[config.mk]
export PLATFORM = sky130hd
export DESIGN_NAME = tcm_compare_unit
export DESIGN_NICKNAME = d
export VERILOG_FILES = /design/src/tcm_pkg.sv /design/src/tcm_link_if.sv /design/src/tcm_match_detect.sv /design/src/tcm_pin_route.sv /design/src/tcm_compare_unit.sv
export SDC_FILE = /design/constraint.sdc
export NUM_CORES = 1
export LEC_CHECK = 0
export BUFFER_PORTS_ARGS = -buffer_cell sky130_fd_sc_hd__buf_2
export CAP_MARGIN = 10
export CORE_MARGIN = 2
export CORE_UTILIZATION = 50
export CTS_CLUSTER_SIZE = 25
export DETAILED_ROUTE_END_ITERATION = 10
export PLACE_DENSITY = 0.84
export SLEW_MARGIN = 5
export SYNTH_ARGS = -nofsm -noshare
export SYNTH_HDL_FRONTEND = slang
export SYNTH_SLANG_ARGS = --single-unit
[constraint.sdc]
create_clock -name clk_sys_in -period 2.8 [get_ports clk_sys_in]
set_input_delay 0.56 -clock clk_sys_in [delete_from_list [all_inputs] [get_ports clk_sys_in]]
set_output_delay 0.56 -clock clk_sys_in [all_outputs]
set_load 0.03 [all_outputs]
[src/tcm_pkg.sv]
// Constants shared by the timer compare match unit
package tcm_pkg;

    // =====================================================
    // Widths
    localparam int unsigned ADDR_W = 3;
    localparam int unsigned DATA_W = 8;
    localparam int unsigned CNT_W  = 16;
    localparam int unsigned PIN_N  = 2;

    // =====================================================
    // Register offsets
    localparam logic [2:0] OFS_CTRL   = 3'h0;
    localparam logic [2:0] OFS_CMP_LO = 3'h1;
    localparam logic [2:0] OFS_CMP_HI = 3'h2;
    localparam logic [2:0] OFS_ROUTE  = 3'h3;
    localparam logic [2:0] OFS_STAT   = 3'h4;
    localparam logic [2:0] OFS_MASK   = 3'h5;
    localparam logic [2:0] OFS_STATE  = 3'h6;

    // =====================================================
    // Field positions
    localparam int unsigned MODE_LSB     = 0;
    localparam int unsigned MODE_W       = 4;
    localparam int unsigned FLAG_BIT     = 0;
    localparam int unsigned ROUTE_BIT    = 0;
    localparam int unsigned ST_LATCH_BIT = 0;
    localparam int unsigned ST_PEND_BIT  = 1;
    localparam int unsigned ST_MATCH_BIT = 2;

    // =====================================================
    // Reset values
    localparam logic [7:0] RST_CTRL  = 8'h00;
    localparam logic [7:0] RST_CMP   = 8'h00;
    localparam logic       RST_ROUTE = 1'h0;
    localparam logic       RST_MASK  = 1'h0;
    localparam logic       RST_FLAG  = 1'h0;
    localparam logic       RST_LATCH = 1'h0;
    localparam logic [7:0] RD_ZERO   = 8'h00;

    // =====================================================
    // Compare mode codes
    localparam logic [3:0] MODE_OFF    = 4'h0;
    localparam logic [3:0] MODE_TOGGLE = 4'h2;
    localparam logic [3:0] MODE_SET    = 4'h8;
    localparam logic [3:0] MODE_CLEAR  = 4'h9;
    localparam logic [3:0] MODE_SWINT  = 4'hA;
    localparam logic [3:0] MODE_TRIG   = 4'hB;

endpackage

[src/tcm_link_if.sv]
// Internal link between the compare core, match detector and pin router
`timescale 1ns/10ps
interface tcm_link_if;
    logic [tcm_pkg::CNT_W-1:0] cmp_value;
    logic [tcm_pkg::CNT_W-1:0] timer_count;
    logic                      arm;
    logic                      match_level;
    logic                      match_pulse;
    logic                      pin_value;
    logic                      pin_drive;
    logic                      route_sel;
    logic [tcm_pkg::PIN_N-1:0] pin_out;
    logic [tcm_pkg::PIN_N-1:0] pin_oe;

    // Match detector side
    modport det (
        input  cmp_value, timer_count, arm,
        output match_level, match_pulse
    );

    // Pin router side
    modport rt (
        input  pin_value, pin_drive, route_sel,
        output pin_out, pin_oe
    );
endinterface

[src/tcm_match_detect.sv]
// Equality detector with first-match pulse
`timescale 1ns/10ps
module tcm_match_detect (
    input  wire logic   clk_sys_in,
    input  wire logic   nrst_in,
    tcm_link_if.det     link
);
    import tcm_pkg::*;

    typedef struct packed {
        logic prev;
    } tcm_det_t;

    tcm_det_t det_reg;
    tcm_det_t det_next;
    logic     equal;

    // =====================================================
    // Compare and edge detect
    assign equal = (link.cmp_value == link.timer_count);

    always_comb begin
        det_next      = det_reg;
        det_next.prev = equal;
    end

    // Level is raw, pulse only on the first cycle of equality
    assign link.match_level = equal;
    assign link.match_pulse = equal & ~det_reg.prev & link.arm;

    // State register
    always_ff @(posedge clk_sys_in or negedge nrst_in) begin
        if (!nrst_in) begin
            det_reg <= '0;
        end else begin
            det_reg <= det_next;
        end
    end
endmodule // tcm_match_detect

[src/tcm_pin_route.sv]
// Steers the compare output to one of the pin locations
`timescale 1ns/10ps
module tcm_pin_route (
    tcm_link_if.rt link
);
    import tcm_pkg::*;

    // =====================================================
    // One location per pin, selected by route bit
    for (genvar i = 0; i < PIN_N; i++) begin : g_loc
        logic sel;
        assign sel            = (link.route_sel == 1'(i));
        assign link.pin_oe[i]  = sel & link.pin_drive;
        assign link.pin_out[i] = sel & link.pin_drive & link.pin_value;
    end
endmodule // tcm_pin_route

[src/tcm_compare_unit.sv]
// Timer compare match unit: registers, match actions, trigger, interrupt
//
// Overview of operation
// The 16-bit compare value is checked every cycle against the 16-bit timer count.
// A match performs the one action picked by the mode field: toggle, set, clear, trigger or irq.
// Every compare mode sets the match flag on the same clock as its action.
// Software interrupt mode raises the flag but leaves the pin undriven.
// Trigger mode resets the timer and starts a conversion if enabled, pin undriven.
// The special event output rises in the very cycle the match is seen.
// The timer reset itself waits for the next rising edge of the timer clock.
// The trigger reset never sets the timer overflow flag.
// If the match is gone before that edge, the timer reset is dropped.
// Writing zero to the control register clears the output latch, not the port latch.
// Software makes the pin an output through its direction bit before using compare.
// Software keeps the timer in a synchronous mode while compare is used.
// Without the system clock, in sleep, no match is detected or acted on.
// The compare output can be moved to an alternate pin by the route register.
// Unimplemented register bits read as zero.
// The action and flag fire once when equality first appears, not every cycle.
// Toggle, set and clear use their own distinct codes apart from irq and trigger.
//
// Added by the designer: the register offsets and the address-and-strobe port.
`timescale 1ns/10ps
module tcm_compare_unit (
    input  wire logic                         clk_sys_in,
    input  wire logic                         nrst_in,
    input  wire logic [tcm_pkg::ADDR_W-1:0]   reg_addr_in,
    input  wire logic [tcm_pkg::DATA_W-1:0]   reg_wdata_in,
    input  wire logic                         reg_wr_in,
    input  wire logic                         reg_rd_in,
    output logic      [tcm_pkg::DATA_W-1:0]   reg_rdata_out,
    input  wire logic [tcm_pkg::CNT_W-1:0]    timer_count_in,
    input  wire logic                         timer_tick_in,
    input  wire logic                         sleep_in,
    input  wire logic                         adc_enable_in,
    output logic                              special_event_out,
    output logic                              timer_reset_out,
    output logic                              adc_start_out,
    output logic      [tcm_pkg::PIN_N-1:0]    compare_pin_out,
    output logic      [tcm_pkg::PIN_N-1:0]    compare_pin_oe_out,
    output logic                              irq_out
);
    import tcm_pkg::*;

    // =====================================================
    // State of the unit
    typedef struct packed {
        logic [7:0] module_control;
        logic [7:0] compare_value_low;
        logic [7:0] compare_value_high;
        logic       pin_route_select;
        logic       match_flag;
        logic       match_enable;
        logic       out_latch;
        logic       pend_reset;
        logic [7:0] rdata;
    } tcm_state_t;

    tcm_state_t st_reg;
    tcm_state_t st_next;

    tcm_link_if link ();

    logic [3:0] mode;
    logic       mode_cmp;
    logic       mode_pin;
    logic       act;
    logic       ctrl_zero_wr;
    logic       trig_now;

    // =====================================================
    // Mode decode
    assign mode = st_reg.module_control[MODE_LSB +: MODE_W];

    // Compare modes that take part in matching
    always_comb begin
        mode_cmp = 1'b0;
        mode_pin = 1'b0;
        unique case (mode)
            MODE_TOGGLE,
            MODE_SET,
            MODE_CLEAR: begin
                mode_cmp = 1'b1;
                mode_pin = 1'b1;
            end
            MODE_SWINT: begin
                mode_cmp = 1'b1;
            end
            MODE_TRIG: begin
                mode_cmp = 1'b1;
            end
            default: begin
                mode_cmp = 1'b0;
                mode_pin = 1'b0;
            end
        endcase
    end

    // =====================================================
    // Match detector
    assign link.cmp_value   = {st_reg.compare_value_high,
                               st_reg.compare_value_low};
    assign link.timer_count = timer_count_in;
    assign link.arm         = mode_cmp & ~sleep_in;

    tcm_match_detect u_detect (
        .clk_sys_in (clk_sys_in),
        .nrst_in    (nrst_in),
        .link       (link.det)
    );

    // One action per first match
    assign act = link.match_pulse;

    // =====================================================
    // Pin router
    assign link.pin_value = st_reg.out_latch;
    assign link.pin_drive = mode_pin;
    assign link.route_sel = st_reg.pin_route_select;

    tcm_pin_route u_route (
        .link (link.rt)
    );

    assign compare_pin_out    = link.pin_out;
    assign compare_pin_oe_out = link.pin_oe;

    // =====================================================
    // Trigger outputs
    assign trig_now = act & (mode == MODE_TRIG);

    // Trigger leaves in the match cycle itself
    assign special_event_out = trig_now;
    assign adc_start_out     = trig_now & adc_enable_in;

    // Reset only on the timer edge, only while still matching
    assign timer_reset_out = timer_tick_in
                           & st_reg.pend_reset
                           & link.match_level
                           & (mode == MODE_TRIG);

    // Reset is a separate strobe, overflow flag untouched


    // =====================================================
    // Interrupt output
    assign irq_out = st_reg.match_flag & st_reg.match_enable;

    // =====================================================
    // Register bus, match actions
    assign ctrl_zero_wr = reg_wr_in
                        & (reg_addr_in == OFS_CTRL)
                        & (reg_wdata_in == RD_ZERO);

    always_comb begin
        st_next       = st_reg;
        st_next.rdata = RD_ZERO;

        // Software writes
        if (reg_wr_in) begin
            unique case (reg_addr_in)
                OFS_CTRL: begin
                    st_next.module_control = reg_wdata_in;
                end
                OFS_CMP_LO: begin
                    st_next.compare_value_low = reg_wdata_in;
                end
                OFS_CMP_HI: begin
                    st_next.compare_value_high = reg_wdata_in;
                end
                OFS_ROUTE: begin
                    st_next.pin_route_select = reg_wdata_in[ROUTE_BIT];
                end
                OFS_STAT: begin
                    if (reg_wdata_in[FLAG_BIT]) begin
                        st_next.match_flag = 1'b0;
                    end
                end
                OFS_MASK: begin
                    st_next.match_enable = reg_wdata_in[FLAG_BIT];
                end
                default: begin
                    st_next.rdata = RD_ZERO;
                end
            endcase
        end

        // Software reads, data valid next cycle
        if (reg_rd_in) begin
            unique case (reg_addr_in)
                OFS_CTRL: begin
                    st_next.rdata = st_reg.module_control;
                end
                OFS_CMP_LO: begin
                    st_next.rdata = st_reg.compare_value_low;
                end
                OFS_CMP_HI: begin
                    st_next.rdata = st_reg.compare_value_high;
                end
                OFS_ROUTE: begin
                    st_next.rdata[ROUTE_BIT] = st_reg.pin_route_select;
                end
                OFS_STAT: begin
                    st_next.rdata[FLAG_BIT] = st_reg.match_flag;
                end
                OFS_MASK: begin
                    st_next.rdata[FLAG_BIT] = st_reg.match_enable;
                end
                OFS_STATE: begin
                    st_next.rdata[ST_LATCH_BIT] = st_reg.out_latch;
                    st_next.rdata[ST_PEND_BIT]  = st_reg.pend_reset;
                    st_next.rdata[ST_MATCH_BIT] = link.match_level;
                end
                default: begin
                    st_next.rdata = RD_ZERO;
                end
            endcase
        end

        // Pending reset ends at the timer edge or when match is lost
        if (timer_tick_in || !link.match_level) begin
            st_next.pend_reset = 1'b0;
        end
        if (mode != MODE_TRIG) begin
            st_next.pend_reset = 1'b0;
        end

        // Match action, flag set wins over a software clear
        if (act) begin
            st_next.match_flag = 1'b1;
            unique case (mode)
                MODE_TOGGLE: begin
                    st_next.out_latch = ~st_reg.out_latch;
                end
                MODE_SET: begin
                    st_next.out_latch = 1'b1;
                end
                MODE_CLEAR: begin
                    st_next.out_latch = 1'b0;
                end
                MODE_TRIG: begin
                    st_next.pend_reset = 1'b1;
                end
                default: begin
                    st_next.out_latch = st_reg.out_latch;
                end
            endcase
        end

        // Clearing the control register drops the latch
        if (ctrl_zero_wr) begin
            st_next.out_latch = RST_LATCH;
        end
    end

    // =====================================================
    // State register
    always_ff @(posedge clk_sys_in or negedge nrst_in) begin
        if (!nrst_in) begin
            st_reg.module_control     <= RST_CTRL;
            st_reg.compare_value_low  <= RST_CMP;
            st_reg.compare_value_high <= RST_CMP;
            st_reg.pin_route_select   <= RST_ROUTE;
            st_reg.match_flag         <= RST_FLAG;
            st_reg.match_enable       <= RST_MASK;
            st_reg.out_latch          <= RST_LATCH;
            st_reg.pend_reset         <= 1'b0;
            st_reg.rdata              <= RD_ZERO;
        end else begin
            st_reg <= st_next;
        end
    end

    // Read data from flip-flop
    assign reg_rdata_out = st_reg.rdata;

endmodule // tcm_compare_unit

==> flow_summary.json, run 1 <==
{
  "status": "complete, no violations",
  "reg2reg_from": "link.cmp_value[9]",
  "synth_area_sq_um": 2040,
  "dp_hpwl_mm": 3.20,
  "ir_drop_uv": 392,
  "yosys.area_share.simple_pct": 16.9,
  "synth_edf_count": 0,
  "dr.pass1.iters": 4,
  "fin_skew_ns": 0.00923,
  "reg2reg_slack_ns": 1.12,
  "cts.path.max_buffers": 2,
  "worstRegToRegCells": 6,
  "setup_viol": 0,
  "row_count": 23,
  "nets": 260,
  "maxCapViolCount": 0,
  "yosys.area.top_type": "dfrtp_1",
  "dr.first_iter.drc_count": 119,
  "power.leakage_nw": 1.16,
  "grt_pass1_wl_mm": 7.00,
  "cp-startpoint": "link.cmp_value[9]",
  "grt_pass1_vias": 1465,
  "h-tree-depth": 2,
  "nFillCells": 343,
  "overflow": 0,
  "clkTransAtPathRegs_ns": 0.08,
  "grt_start_max_net_pins": 39,
  "synthXorXnorAreaFrac_pct": 6.87,
  "clk_latency_ns": 0.29,
  "synthTopCellsByArea": "dfrtp_1, mux2_2, xnor2_1",
  "p_per_area_nw_per_um2": 681,
  "largest_register_ffs": 16,
  "avgSynthCellArea_sq_um": 11.1,
  "path_class": "register to output pin",
  "track_usage_pct": 20.7,
  "crit_family": "simple AND/OR/NAND/NOR gates",
  "worstHoldPathType": "input pin to async pin",
  "netlist_top_cells_count": "dfrtp_1, mux2_2, nor2_1",
  "synthMostInstantiatedCell": "dfrtp_1",
  "crit_chain": "xnor2_1 > nand4_1 > nor4_4 > nand4_2 > nor3_2 > buf_2",
  "pin_count": 50,
  "wl_per_cell_um": 16.0,
  "hold_buffers": 0,
  "start_util_pct": 51.4,
  "start_kind": "register",
  "clock_sinks": 38,
  "vias_per_cell": 5.51,
  "antenna_found_initial": 0,
  "synth_compound_gate_area_share_pct": 4.17,
  "cp_slowest_stage_delay_ns": 0.42,
  "yosysSeqAreaShare_pct": 46.6,
  "cts_buffers": 5,
  "period_needed_ns": 2.57,
  "final_area_sq_um": 2410,
  "ys.flop_type": "dfrtp_1",
  "clock.fmax_mhz": 390,
  "diodes": 0,
  "yosysTopAreaCellShare_pct": 46.6,
  "fin_crit_sh_pct": 91.6,
  "path_buf_inv": 1,
  "drt-total-wl_mm": 4.44,
  "ys_seq_elements": 38,
  "worst_pin_slew_ns": 0.834,
  "cpMaxStageDelayCell": "dfrtp_1",
  "reg2reg_to": "reg_rdata_out[2]",
  "die_width_um": 67.9,
  "synthesis.nets": 217,
  "area_delta_synth_final_pct": 18.2,
  "endpoint_kind": "output pin",
  "stdcell_count": 277,
  "slew_violations": 0,
  "root_buffer": "clkbuf_8",
  "rsz0062_at_grt": "false",
  "ys.warnings.count": 0,
  "cp.arrival_ns": 2.01,
  "die_y_um": 67.9,
  "dp_cells": 269,
  "hold_viol": 0,
  "gp_congestion": 0.798,
  "num_vias": 1525,
  "synth_cells": 183,
  "critPathRequiredTime_ns": 2.24,
  "crit_fanout": 4,
  "postCtsSetupBuffers": 0,
  "antenna_left": 0,
  "muxShareOfSynthArea_pct": 20.3,
  "final_layout_size_suffix_gt1_share_pct": 40.1,
  "synthAdderAreaFrac_pct": 0,
  "die_area_sq_um": 4610,
  "post-route-drc-count": 0,
  "synth_top_family_by_area": "multiplexers",
  "cts_tree": "done",
  "port_buffers": 49,
  "ys_types": 31,
  "final.setup.tns_ns": 0,
  "dpl_cell_area_sq_um": 2270,
  "core_area_sq_um": 3970,
  "synth-async-reset-ratio_pct": 100,
  "cts-resized-gates": 0,
  "relSlewSlack_pct": 44.4
}
==> cell type report <==
class | count | area, sq um | area share, %
clock buffer | 6 | 82.6 | 3.43
clock inverter | 2 | 60.1 | 2.49
inverter | 3 | 11.3 | 0.467
multi-input combinational | 127 | 983 | 40.8
sequential | 38 | 951 | 39.4
tap | 50 | 62.6 | 2.59
timing repair buffer | 51 | 260 | 10.8
==> metrics by stage <==
stage | util, % | hold WS [ns] | setup WS, ns | power (mW)
3_5_place_dp | 57.1 | 0.500 | 0.296 | 1.07
5_1_grt | 60.7 | 0.446 | 0.117 | 1.71
4_1_cts | 60.7 | 0.387 | 0.240 | 1.65
3_3_place_gp | 57.1 | 0.493 | 0.283 | 1.06
6_report | 60.7 | 0.360 | 0.234 | 1.64
2_1_floorplan | - | 0.264 | 0.393 | 0.968
==> worst max path at each step <==
stage | slack [ns] | to | cells after the start
detailed placement | 0.30 | adc_start_out | 7
global route | 0.12 | adc_start_out | 6
finish | 0.23 | adc_start_out | 6
CTS | 0.24 | adc_start_out | 6
global placement | 0.28 | adc_start_out | 7
floorplan | 0.39 | adc_start_out | 5
==> cell usage in the layout, fill, tap and decap left out <==
master	count
o211ai_1	1
nand3_1	5
and2_1	5
and3b_1	1
nor3_1	2
inv_1	3
clkbuf_8	6
and3_2	1
nor2b_1	4
nor4_4	1
o211a_1	1
nand2_1	10
nand4_1	4
nand2b_1	1
o21ai_0	4
nor2_1	17
a21oi_1	8
xnor2_1	16
and3_1	1
o21a_1	1
buf_4	2
nor4_1	2
dfrtp_1	38
bufinv_16	2
nand3b_1	1
mux2i_1	11
mux4_2	1
nand4_2	1
mux2_2	25
buf_2	49
nor4b_4	1
nor3_2	2
==> cell families after synthesis <==
logic type	count (synthesis)
AOI/OAI and AO/OA	15
buffers and inverters	18
muxes	37
DFF	38
xor gates and xnor gates	16
and+or+nand+nor	59
==> worst register-to-register path, cell delays in order, from the launching register on <==
cell	delay, ns
dfrtp_1	0.42
xnor2_1	0.20
nand4_1	0.17
nor4_4	0.37
buf_4	0.20
and3_2	0.18
o21a_1	0.10
==> metal layers <==
metal | track usage [%] | up-vias | share of wire (%)
met2 | 32.6 | 52 | 49
met5 | 0 | - | 0
li1 | - | 708 | -
met4 | 8.75 | 0 | 2.0
met3 | 3.95 | 11 | 6.3
met1 | 28.0 | 754 | 43
==> where the power goes <==
group / switching (mW) / internal [mW] / total (mW)
registers: 0.0876 / 0.638 / 0.725
logic: 0.167 / 0.175 / 0.343
clock network: 0.193 / 0.380 / 0.573
No activity file was read; power rests on OpenSTA's default activity.
==> inputs of run 2 (changes only) <==
==> constraint.sdc (replaced) <==
create_clock -name clk_sys_in -period 2.8 [get_ports clk_sys_in]
set_input_delay 0.42 -clock clk_sys_in [delete_from_list [all_inputs] [get_ports clk_sys_in]]
set_output_delay 0.42 -clock clk_sys_in [all_outputs]
set_load 0.03 [all_outputs]
==> flow_summary.json, run 2 (synthesized netlist as in run 1, its figures left out) <==
{
  "nets": 259,
  "gp_congestion": 0.821,
  "core_area_sq_um": 3970,
  "cts.path.max_buffers": 2,
  "path_class": "register to output pin",
  "final_layout_size_suffix_gt1_share_pct": 39.8,
  "dr.pass1.iters": 4,
  "grt_pass1_vias": 1445,
  "cpMaxStageDelayCell": "nor4_4",
  "row_count": 23,
  "clkTransAtPathRegs_ns": 0.07,
  "status": "complete, no violations",
  "port_buffers": 49,
  "hold_viol": 0,
  "final.setup.tns_ns": 0,
  "pin_count": 50,
  "clock_sinks": 38,
  "cts_tree": "done",
  "clk_latency_ns": 0.29,
  "area_delta_synth_final_pct": 16.2,
  "fin_skew_ns": 0.00575,
  "root_buffer": "clkbuf_8",
  "mostFrequentLayoutCells": "buf_2, dfrtp_1, mux2_2, nor2_1, xnor2_1",
  "timing.final.ws_setup_ns": 0.305,
  "period_needed_ns": 2.50,
  "start_kind": "register",
  "ir_drop_uv": 321,
  "finalPower_mw": 1.51,
  "rsz0062_at_grt": "false",
  "cp_slowest_stage_delay_ns": 0.42,
  "critPathRequiredTime_ns": 2.38,
  "grt_start_max_net_pins": 39,
  "die_area_sq_um": 4610,
  "track_usage_pct": 20.0,
  "power.leakage_nw": 1.14,
  "slew_violations": 0,
  "antenna_found_initial": 0,
  "crit_chain": "xnor2_1 > nand4_1 > nor4_4 > nand4_2 > nor3_2 > buf_2",
  "wl_per_cell_um": 15.1,
  "overflow": 0,
  "p_per_area_nw_per_um2": 637,
  "maxCapViolCount": 0,
  "setup_viol": 0,
  "antenna_left": 0,
  "die_y_um": 67.9,
  "dp_slack_ns": 0.480,
  "fin_crit_sh_pct": 89.1,
  "drt-total-wl_mm": 4.17,
  "largest_register_ffs": 16,
  "diodes": 0,
  "worst_pin_slew_ns": 0.835,
  "dp_hpwl_mm": 3.10,
  "cts-resized-gates": 0,
  "endpoint_kind": "output pin",
  "num_vias": 1493,
  "cp.arrival_ns": 2.08,
  "cts_buffers": 5,
  "start_util_pct": 51.4,
  "postCtsSetupBuffers": 0,
  "die_width_um": 67.9,
  "hold_buffers": 0,
  "layout_commonest_cell": "buf_2",
  "grt_pass1_wl_mm": 6.62,
  "post-route-drc-count": 0,
  "relSlewSlack_pct": 44.3,
  "h-tree-depth": 2,
  "crit_fanout": 5,
  "clock.fmax_mhz": 401,
  "dr.first_iter.drc_count": 66,
  "worstHoldPathType": "input pin to async pin",
  "vias_per_cell": 5.41
}
[run 2: cell count changes in the layout (fill, tap and decap cells not counted)]
| cell | before | now |
|---|---|---|
| clkbuf_8 | 6 | 5 |
| bufinv_16 | 2 | 1 |
| buf_4 | 2 | 1 |
| clkinv_2 | 0 | 2 |
[run 2: routing by layer]
| metal | vias to the layer above | routed length, um | GRT usage, % | share of wire, % |
|---|---|---|---|---|
| li1 | 712 | - | - | - |
| met1 | 724 | 1830 | 26.4 | 44 |
| met2 | 46 | 2010 | 30.8 | 48 |
| met3 | 11 | 225 | 5.59 | 5.4 |
| met4 | 0 | 106 | 9.25 | 2.5 |
| met5 | - | 0 | 0 | 0 |
[run 2: layout make-up]
type	instances	area, sq um
Fill cell	354	1600
Inverter	3	11.3
Tap cell	50	62.6
Clock buffer	5	68.8
Multi-Input combinational cell	127	983
Timing Repair Buffer	50	253
Sequential cell	38	951
Clock inverter	3	40.0
[run 2: path summary, 6_finish.rpt]
| path | startpoint | endpoint | slack (ns) | cells after the start |
|---|---|---|---|---|
| max | link.cmp_value[10] | adc_start_out | 0.30 | 6 |
| min in group clk_sys_in | reg_rd_in | reg_rdata_out[0] | 0.39 | 2 |
| min | nrst_in | reg_rdata_out[6] | 0.22 | 1 |
| max in group asynchronous | nrst_in | link.cmp_value[10] | 2.04 | 1 |
| max reg2reg | link.cmp_value[10] | st_reg[8] | 1.17 | 5 |
| min reg2reg | st_reg[34] | st_reg[34] | 0.51 | 1 |
[run 2: through the flow]
step	area, sq um	cells	hold slack (ns)	utilization, %
6_report	2370	276	0.217	59.7
5_1_grt	2370	276	0.284	59.7
4_1_cts	2370	276	0.235	59.7
3_5_place_dp	2260	268	0.501	56.9
3_3_place_gp	2260	268	0.492	56.9
2_1_floorplan	2040	183	0.124	-
[run 2: critical path: cells and delay by family (launching register included)]
kind,cells,cell delay [ns]
simple gates,4,0.96
flops,1,0.41
buf+inv,1,0.21
xor+xnor,1,0.18
[run 2: power breakdown]
part | internal (mW) | switching (mW)
logic | 0.175 | 0.162
clock network | 0.262 | 0.187
registers | 0.638 | 0.0850
total | 1.08 | 0.434
